`config.mk`:
```
export PLATFORM = sky130hd
export DESIGN_NAME = dfcwl_top
export DESIGN_NICKNAME = d
export VERILOG_FILES = /design/src/dfcwl_sync3.v /design/src/dfcwl_top.v
export VERILOG_INCLUDE_DIRS = /design/src
export SDC_FILE = /design/constraint.sdc
export NUM_CORES = 1
export LEC_CHECK = 0
export ABC_AREA = 1
export BUFFER_PORTS_ARGS = -buffer_cell sky130_fd_sc_hd__buf_2
export CAP_MARGIN = 20
export CORE_MARGIN = 2
export CORE_UTILIZATION = 50
export DETAILED_ROUTE_END_ITERATION = 7
export PLACE_DENSITY = 0.72
export SLEW_MARGIN = 20
export SYNTH_ARGS = -nofsm -noshare
export SYNTH_HDL_FRONTEND = slang
export SYNTH_SLANG_ARGS = --single-unit
```
`constraint.sdc`:
```
create_clock -name ref_clk_i -period 11.3 [get_ports ref_clk_i]
set_input_delay 1.13 -clock ref_clk_i [delete_from_list [all_inputs] [get_ports ref_clk_i]]
set_output_delay 1.13 -clock ref_clk_i [all_outputs]
set_load 0.01 [all_outputs]
```
`src/dfcwl_consts.vh`:
```
// Constants for the frequency change and write leveling block
`ifndef DFCWL_CONSTS_VH
`define DFCWL_CONSTS_VH
// APB register byte offsets
`define DFCWL_ADDR_MODE_ONE   12'h000
`define DFCWL_ADDR_MODE_ZERO  12'h004
`define DFCWL_ADDR_CMD        12'h008
`define DFCWL_ADDR_STATUS     12'h00c
// Mode register one fields
`define DFCWL_MODE_ONE_DLL_DIS   0
`define DFCWL_MODE_ONE_WLVL      7
`define DFCWL_MODE_ONE_QOFF      12
`define DFCWL_MODE_ONE_RTT_LO    2
`define DFCWL_MODE_ONE_RTT_MID   6
`define DFCWL_MODE_ONE_RTT_HI    9
// Mode register zero fields
`define DFCWL_MODE_ZERO_DLL_RST  8
// Command register bits (write one to act)
`define DFCWL_CMD_SELF_REFRESH_ENTER 0
`define DFCWL_CMD_SELF_REFRESH_EXIT  1
`define DFCWL_CMD_PD_ENTER    2
`define DFCWL_CMD_PD_EXIT     3
// Status register bits
`define DFCWL_ST_STATE_LSB    0
`define DFCWL_ST_CLK_IGN      3
`define DFCWL_ST_DLL_LOCKED   4
`define DFCWL_ST_DQS_TERM     5
`define DFCWL_ST_WLVL         6
`define DFCWL_ST_FB_LO        7
`define DFCWL_ST_FB_HI        8
`define DFCWL_ST_ODT_ERR      9
`define DFCWL_ST_CMD_BLOCK    10
// Reset values
`define DFCWL_MODE_ONE_RESET  32'h0000_0000
`define DFCWL_MODE_ZERO_RESET 32'h0000_0000
// Timing in ns and derived cycle counts at 25 MHz (40 ns)
`define DFCWL_CLK_PERIOD_NS   40
`define DFCWL_CLK_HOLD_NS     10
`define DFCWL_CLK_HOLD_CYC \
   ((`DFCWL_CLK_HOLD_NS + `DFCWL_CLK_PERIOD_NS - 1) / `DFCWL_CLK_PERIOD_NS)
`define DFCWL_EXIT_DELAY_NS   24
`define DFCWL_EXIT_DELAY_CYC \
   ((`DFCWL_EXIT_DELAY_NS + `DFCWL_CLK_PERIOD_NS - 1) / `DFCWL_CLK_PERIOD_NS)
`define DFCWL_DLLK_CYC        512
`define DFCWL_CNT_W           10
`endif

```
`src/dfcwl_sync3.v`:
```
// Three-stage synchroniser with agreement filter for one pin
`timescale 1ns/1ps
module dfcwl_sync3 (
   input  wire ref_clk_i,
   input  wire rst_i,
   input  wire ce_i,
   input  wire d_i,
   output reg  q_o,
   output reg  rise_o
);
   reg s1;
   reg s2;
   reg s3;

   always @(posedge ref_clk_i or posedge rst_i) begin
      if (rst_i) begin
         s1     <= 1'b0;
         s2     <= 1'b0;
         s3     <= 1'b0;
         q_o    <= 1'b0;
         rise_o <= 1'b0;
      end else if (ce_i) begin
         s1     <= d_i;
         s2     <= s1;
         s3     <= s2;
         rise_o <= 1'b0;
         // Only a level seen by both later stages counts as a change
         if (s2 == s3) begin
            q_o    <= s3;
            rise_o <= s3 & ~q_o;
         end
      end
   end
endmodule

```
`src/dfcwl_top.v`:
```
// DRAM-side frequency change, DLL switch and write leveling logic
// Overview of operation
// - Clock ignored after entry hold time elapses
// - Termination off through powerdown if enabled, except strobe termination, which follows ODT in leveling
// - ODT low, CKE high during DLL relock; only ODT is checked, CKE is ignored
// - Strobe rising edge samples clock onto data
// - Lower lane on bit0, upper on bit8
// - Mode register one bit seven controls leveling
// - Bit twelve disables output buffers
// - ODT switches only strobe termination in leveling
//
// The register offsets and the APB register port were decided locally.
`timescale 1ns/1ps
`include "dfcwl_consts.vh"
module dfcwl_top #(
   parameter DLLK_CYC = `DFCWL_DLLK_CYC
) (
   input  wire        ref_clk_i,
   input  wire        rst_i,
   input  wire        ce_i,
   input  wire        psel_i,
   input  wire        penable_i,
   input  wire        pwrite_i,
   input  wire [11:0] paddr_i,
   input  wire [31:0] pwdata_i,
   output reg  [31:0] prdata_o,
   output reg         pready_o,
   output reg         pslverr_o,
   input  wire        mem_clk_i,
   input  wire        odt_i,
   input  wire        cke_i,
   input  wire        dqs_lo_i,
   input  wire        dqs_hi_i,
   output reg  [15:0] dq_o,
   output reg  [15:0] dq_oe_o,
   output reg         dqs_term_en_o,
   output reg         dq_term_en_o,
   output reg         dll_locked_o,
   output reg         cmd_block_o
);
   localparam ST_IDLE         = 3'd0;
   localparam ST_SELF_REFRESH = 3'd1;
   localparam ST_PD           = 3'd2;
   localparam ST_EXIT         = 3'd3;
   localparam ST_RELOCK       = 3'd4;
   // Counts kept as full words and cut to the counter width where loaded
   localparam [31:0] HOLD_CYC = `DFCWL_CLK_HOLD_CYC;
   localparam [31:0] EXIT_CYC = `DFCWL_EXIT_DELAY_CYC;

   reg [31:0] mode_register_one;
   reg [31:0] mode_register_zero;
   reg [2:0]  state;
   reg [`DFCWL_CNT_W-1:0] cnt;
   reg        clk_ign;
   reg        rtt_at_entry;
   reg        odt_err;
   reg        fb_lo;
   reg        fb_hi;
   reg [31:0] next_prdata;

   wire clk_s;
   wire odt_s;
   wire cke_s;
   wire dqs_lo_s;
   wire dqs_hi_s;
   wire dqs_lo_rise;
   wire dqs_hi_rise;

   dfcwl_sync3 u_clk (.ref_clk_i(ref_clk_i), .rst_i(rst_i), .ce_i(ce_i),
                      .d_i(mem_clk_i), .q_o(clk_s), .rise_o());
   dfcwl_sync3 u_odt (.ref_clk_i(ref_clk_i), .rst_i(rst_i), .ce_i(ce_i),
                      .d_i(odt_i), .q_o(odt_s), .rise_o());
   dfcwl_sync3 u_cke (.ref_clk_i(ref_clk_i), .rst_i(rst_i), .ce_i(ce_i),
                      .d_i(cke_i), .q_o(cke_s), .rise_o());
   dfcwl_sync3 u_dql (.ref_clk_i(ref_clk_i), .rst_i(rst_i), .ce_i(ce_i),
                      .d_i(dqs_lo_i), .q_o(dqs_lo_s), .rise_o(dqs_lo_rise));
   dfcwl_sync3 u_dqh (.ref_clk_i(ref_clk_i), .rst_i(rst_i), .ce_i(ce_i),
                      .d_i(dqs_hi_i), .q_o(dqs_hi_s), .rise_o(dqs_hi_rise));

   wire acc      = psel_i & penable_i & pready_o;
   wire wr       = acc & pwrite_i;
   wire hit_one  = (paddr_i == `DFCWL_ADDR_MODE_ONE);
   wire hit_zero = (paddr_i == `DFCWL_ADDR_MODE_ZERO);
   wire hit_cmd  = (paddr_i == `DFCWL_ADDR_CMD);
   wire hit_st   = (paddr_i == `DFCWL_ADDR_STATUS);
   wire mapped   = hit_one | hit_zero | hit_cmd | hit_st;
   wire wlvl     = mode_register_one[`DFCWL_MODE_ONE_WLVL];
   wire qoff     = mode_register_one[`DFCWL_MODE_ONE_QOFF];
   wire rtt_en   = mode_register_one[`DFCWL_MODE_ONE_RTT_LO] |
                   mode_register_one[`DFCWL_MODE_ONE_RTT_MID] |
                   mode_register_one[`DFCWL_MODE_ONE_RTT_HI];
   wire cmd_sre  = wr & hit_cmd & pwdata_i[`DFCWL_CMD_SELF_REFRESH_ENTER];
   wire cmd_srx  = wr & hit_cmd & pwdata_i[`DFCWL_CMD_SELF_REFRESH_EXIT];
   wire cmd_pde  = wr & hit_cmd & pwdata_i[`DFCWL_CMD_PD_ENTER];
   wire cmd_pdx  = wr & hit_cmd & pwdata_i[`DFCWL_CMD_PD_EXIT];
   // DLL reset is the write of mode register zero with bit eight high
   wire dll_rst  = wr & hit_zero & pwdata_i[`DFCWL_MODE_ZERO_DLL_RST];

   always @* begin
      next_prdata = 32'h0000_0000;
      if (hit_one)
         next_prdata = mode_register_one;
      else if (hit_zero)
         next_prdata = mode_register_zero;
      else if (hit_st) begin
         next_prdata[`DFCWL_ST_STATE_LSB+2:`DFCWL_ST_STATE_LSB] = state;
         next_prdata[`DFCWL_ST_CLK_IGN]    = clk_ign;
         next_prdata[`DFCWL_ST_DLL_LOCKED] = dll_locked_o;
         next_prdata[`DFCWL_ST_DQS_TERM]   = dqs_term_en_o;
         next_prdata[`DFCWL_ST_WLVL]       = wlvl;
         next_prdata[`DFCWL_ST_FB_LO]      = fb_lo;
         next_prdata[`DFCWL_ST_FB_HI]      = fb_hi;
         next_prdata[`DFCWL_ST_ODT_ERR]    = odt_err;
         next_prdata[`DFCWL_ST_CMD_BLOCK]  = cmd_block_o;
      end
   end

   // APB slave: one wait state, so every access ends two cycles after setup
   always @(posedge ref_clk_i or posedge rst_i) begin
      if (rst_i) begin
         pready_o  <= 1'b0;
         pslverr_o <= 1'b0;
         prdata_o  <= 32'h0000_0000;
         mode_register_one  <= `DFCWL_MODE_ONE_RESET;
         mode_register_zero <= `DFCWL_MODE_ZERO_RESET;
      end else if (ce_i) begin
         pready_o  <= psel_i & penable_i & ~pready_o;
         pslverr_o <= psel_i & penable_i & ~pready_o & ~mapped;
         if (psel_i & penable_i & ~pready_o)
            prdata_o <= pwrite_i ? 32'h0000_0000 : next_prdata;
         if (wr & hit_one)
            mode_register_one <= pwdata_i;
         if (wr & hit_zero)
            mode_register_zero <= pwdata_i;
      end
   end

   // Power state sequencer with clock-ignore and relock timing
   always @(posedge ref_clk_i or posedge rst_i) begin
      if (rst_i) begin
         state        <= ST_IDLE;
         cnt          <= {`DFCWL_CNT_W{1'b0}};
         clk_ign      <= 1'b0;
         rtt_at_entry <= 1'b0;
         odt_err      <= 1'b0;
         dll_locked_o <= 1'b0;
         cmd_block_o  <= 1'b1;
      end else if (ce_i) begin
         if (dll_rst) begin
            state        <= ST_RELOCK;
            cnt          <= DLLK_CYC[`DFCWL_CNT_W-1:0] - 1'b1;
            dll_locked_o <= 1'b0;
            cmd_block_o  <= 1'b1;
         end else begin
            case (state)
               ST_IDLE: begin
                  if (cmd_sre | (cmd_pde & ~cke_s)) begin
                     state        <= cmd_sre ? ST_SELF_REFRESH : ST_PD;
                     rtt_at_entry <= rtt_en;
                     clk_ign      <= 1'b0;
                     cnt          <= HOLD_CYC[`DFCWL_CNT_W-1:0];
                  end
               end
               ST_SELF_REFRESH, ST_PD: begin
                  if (cnt != {`DFCWL_CNT_W{1'b0}})
                     cnt <= cnt - 1'b1;
                  else
                     clk_ign <= 1'b1;
                  // ODT must stay low through powerdown; flagged only if termination was on at entry
                  if (state == ST_PD && rtt_at_entry && odt_s)
                     odt_err <= 1'b1;
                  if ((state == ST_SELF_REFRESH && cmd_srx) || (state == ST_PD && cmd_pdx)) begin
                     clk_ign     <= 1'b0;
                     state       <= ST_EXIT;
                     cnt         <= EXIT_CYC[`DFCWL_CNT_W-1:0];
                     // DLL must relock after any frequency change
                     dll_locked_o <= 1'b0;
                     cmd_block_o  <= 1'b1;
                  end
               end
               ST_EXIT: begin
                  if (cnt != {`DFCWL_CNT_W{1'b0}})
                     cnt <= cnt - 1'b1;
               end
               ST_RELOCK: begin
                  if (odt_s)
                     odt_err <= 1'b1;
                  if (cnt != {`DFCWL_CNT_W{1'b0}})
                     cnt <= cnt - 1'b1;
                  else begin
                     state        <= ST_IDLE;
                     dll_locked_o <= ~mode_register_one[`DFCWL_MODE_ONE_DLL_DIS];
                     cmd_block_o  <= 1'b0;
                  end
               end
               default: state <= ST_IDLE;
            endcase
         end
      end
   end

   // Write leveling feedback and termination steering
   always @(posedge ref_clk_i or posedge rst_i) begin
      if (rst_i) begin
         fb_lo         <= 1'b0;
         fb_hi         <= 1'b0;
         dq_o          <= 16'h0000;
         dq_oe_o       <= 16'h0000;
         dqs_term_en_o <= 1'b0;
         dq_term_en_o  <= 1'b0;
      end else if (ce_i) begin
         if (wlvl & dqs_lo_rise)
            fb_lo <= clk_s;
         if (wlvl & dqs_hi_rise)
            fb_hi <= clk_s;
         // per-lane prime bits, others driven low
         dq_o     <= {7'h00, fb_hi, 7'h00, fb_lo};
         dq_oe_o  <= (wlvl & ~qoff) ? 16'hffff : 16'h0000;
         dqs_term_en_o <= wlvl ? odt_s : (odt_s & rtt_en & (state == ST_IDLE));
         dq_term_en_o  <= wlvl ? 1'b0 : (odt_s & rtt_en & (state == ST_IDLE));
      end
   end
endmodule

```
==> qor.yml <==
timing.fmax_mhz: 310
maxSlewViolCount: 0
syn-instance-count: 801
finalHoldViolCount: 0
path_cells: "buf_2 -> inv_2 -> nor3_2 -> inv_2 -> nor2_2 -> buf_4 -> o21ai_0 -> o21ai_0"
grt_pass1_vias: 5118
cts_buffers: 17
vias_per_cell: 5.12
grt_pass1_wl_um: 25200
setup_ws_ns: 8.07
async_flop_share_pct: 100
finalClockSkew_ns: 0.00760
io_pins: 125
grt_overflow: 0
die-height_um: 120
vias: 5504
clockBufferDepth: 2
arrival_ns: 3.57
fill_cells: 1215
area_growth_pct: 15.5
period_share_pct: 28.6
seq_area_frac_synth_pct: 53.5
power_density_nw_per_um2: 173
max_slew_margin_pct: 44.9
hp-class: "flip-flop to flip-flop"
ys.flop_type: "dfrtp_1"
yosysWarningCount: 0
io_buffers: 110
wl_per_cell_um: 13.8
postCtsSetupBuffers: 0
ctsResizeCount: 0
core-area_um2: 13200
cts_tree: "built"
cp_num_buf_inv: 4
finalNonFillerCells: 1074
numClockSinks: 145
setup_tns_ns: 0
drtIter0Drc: 485
rsz0062_at_grt: "false"
syn_area_per_cell_um2: 8.46
final_period_minus_worst_setup_slack_ns: 3.23
cts-root-buf: "clkbuf_16"
setup_viol: 0
nNetsFinal: 941
grtUsageTotal_pct: 22.1
ant_nets: 0
cp-end-kind: "flip-flop"
drc_errors: 0
critPathMaxFanout: 34
status: "completed"
ys_types: 37
clock_latency_ns: 0.43
critical-path-top-delay-family: "buffers and inverters"
max_stage_delay_ns: 0.43
grt_max_degree: 96
tightest_slew_ns: 0.827
cts-hold-fix-buffers: 0
hpwl_um: 9810
drive_gt1_share_pct: 19.6
gp_congestion: 0.874
leakagePower_uw: 0.00421
clk_pin_slew_worst_paths_ns: 0.06
grt_antenna_before_repair: 0
synth_seq_cells: 145
synth_enable_flop_cells: 0
die_w_um: 120
start_util_pct: 51.2
routed_wl_um: 14800
dieArea_um2: 14500
crit_type: "primary input to flip-flop"
worst_path_max_delay_cell: "buf_2"
pre_cts_slack_ns: 7.46
crit_required_ns: 11.64
cp-start-kind: "primary input"
dr.pass1.iters: 5
fp-row-count: 42
dp.cells: 1042
peakVddDrop_mv: 0.0978
htree_levels: 4
n_antenna_cell: 0
cap_violations: 0
syn_area_um2: 6780
[worst paths after layout]
check	slack (ns)	end	cells past startpoint	from
worst max-delay path	8.07	prdata_o[8]	8	ce_i
worst min-delay path	0.45	u_dqh.rise_o	1	u_dqh.q_o
worst max register to register	9.16	prdata_o[8]	6	pready_o
worst min register to register	0.45	u_dqh.rise_o	1	u_dqh.q_o
max in group asynchronous	9.24	dq_oe_o[14]	3	rst_i
min in group asynchronous	0.89	mode_register_one[22]	2	rst_i
[cells by family after synthesis]
group,count (synthesis),share of synthesized area (%)
multiplexers,1,0.166
other,1,0.0553
buffers and inverters,133,9.51
XOR/XNOR,5,0.646
flip-flops,145,53.5
AND/OR/NAND/NOR,355,22.4
adder cells (fa/ha/maj),1,0.185
AO/OA/AOI/OAI,160,13.5
[cells in the mapped netlist (4+ instances only)]
cell type    n  area (µm²)
buf_2       17        85.1
a211oi_1     6        45.0
clkbuf_1    11        41.3
nor2_2       4        25.0
nor2_1      35         131
dfrtp_1    144        3600
a22o_1      20         175
inv_2        5        18.8
nand4_1      7        43.8
inv_1       66         248
o21ai_1     46         230
nor3_2       4        40.0
nand2_2      7        43.8
nor3_1       4        20.0
nand2_1    256         961
a21oi_1     20         100
nand3_1     28         140
buf_4       30         225
o21ai_0     57         285
o211ai_1     7        52.6
[report_power, final]
group	leakage [µW]	switching, µW	internal [µW]	total, µW
logic	0.00197	149	77.0	226
clock network	0.000280	224	313	537
registers	0.00196	35.6	556	591
[per-stage QoR]
stage / total power, µW / util, % / hold WS (ns) / cell area (µm²)
finish: 1350 / 59.1 / 0.448 / 7830
global route: 1430 / 59.1 / 0.481 / 7830
CTS: 1360 / 59.1 / 0.450 / 7820
detailed placement: 823 / 54.8 / 0.439 / 7250
global placement: 818 / 54.8 / 0.432 / 7250
floorplan: 770 / - / 0.425 / 6830
[registers in the layout, summed over array words and instances, names as in the netlist, 2 cells and up]
signal,cells
state,3
prdata_o,32
cnt,10
mode_register_zero,32
mode_register_one,32
dq_o,2
[routing by layer]
layer / track usage [%] / vias up / share of wire, % / wire length [µm]
met5: 0 / - / 0 / 0
met1: 32.0 / 2587 / 49 / 7230
met2: 33.1 / 166 / 44 / 6550
li1: - / 2730 / - / -
met4: 7.78 / 0 / 1.7 / 252
met3: 4.62 / 21 / 5.3 / 786
[final cells by class]
type / instances / area, µm² / share of cell area, %
repair buffers: 112 / 566 / 7.22
well taps: 176 / 220 / 2.81
inverters: 73 / 282 / 3.59
clock inverters: 13 / 129 / 1.65
clock buffers: 19 / 443 / 5.65
multi-input cells: 536 / 2560 / 32.7
flip-flops and latches: 145 / 3630 / 46.3
[worst register-to-register path, stage by stage (launching register included)]
cell     delay [ns]
dfrtp_1        0.43
nor3_2         0.24
inv_2          0.30
nor2_2         0.43
buf_4          0.36
o21ai_0        0.12
o21ai_0        0.18
[cell usage in the layout, fill, tap and decap left out, types with 2 or more instances in the layout]
cell | synthesis | final
nand4_1 | 7 | 7
nor2_2 | 4 | 4
nor2_1 | 35 | 35
nand2_2 | 7 | 5
nor3_2 | 4 | 4
clkinv_2 | 2 | 4
inv_2 | 5 | 5
a21oi_1 | 20 | 20
xnor2_1 | 2 | 2
conb_1 | 1 | 14
nor2_4 | 3 | 3
clkbuf_16 | 0 | 17
nand3_2 | 2 | 2
inv_1 | 66 | 65
a211oi_1 | 6 | 6
nand4_2 | 2 | 2
nor3_1 | 4 | 4
clkinv_4 | 0 | 5
buf_4 | 30 | 2
o31ai_1 | 3 | 3
inv_6 | 0 | 4
nand2_1 | 256 | 256
o211ai_1 | 7 | 7
a22o_1 | 20 | 20
dfrtp_1 | 144 | 144
nand3_1 | 28 | 28
nand2_4 | 0 | 2
o21ai_1 | 46 | 46
o21ai_0 | 57 | 57
xor2_1 | 3 | 3
buf_2 | 17 | 110
Note: power is estimated with default switching activity, not from simulation.
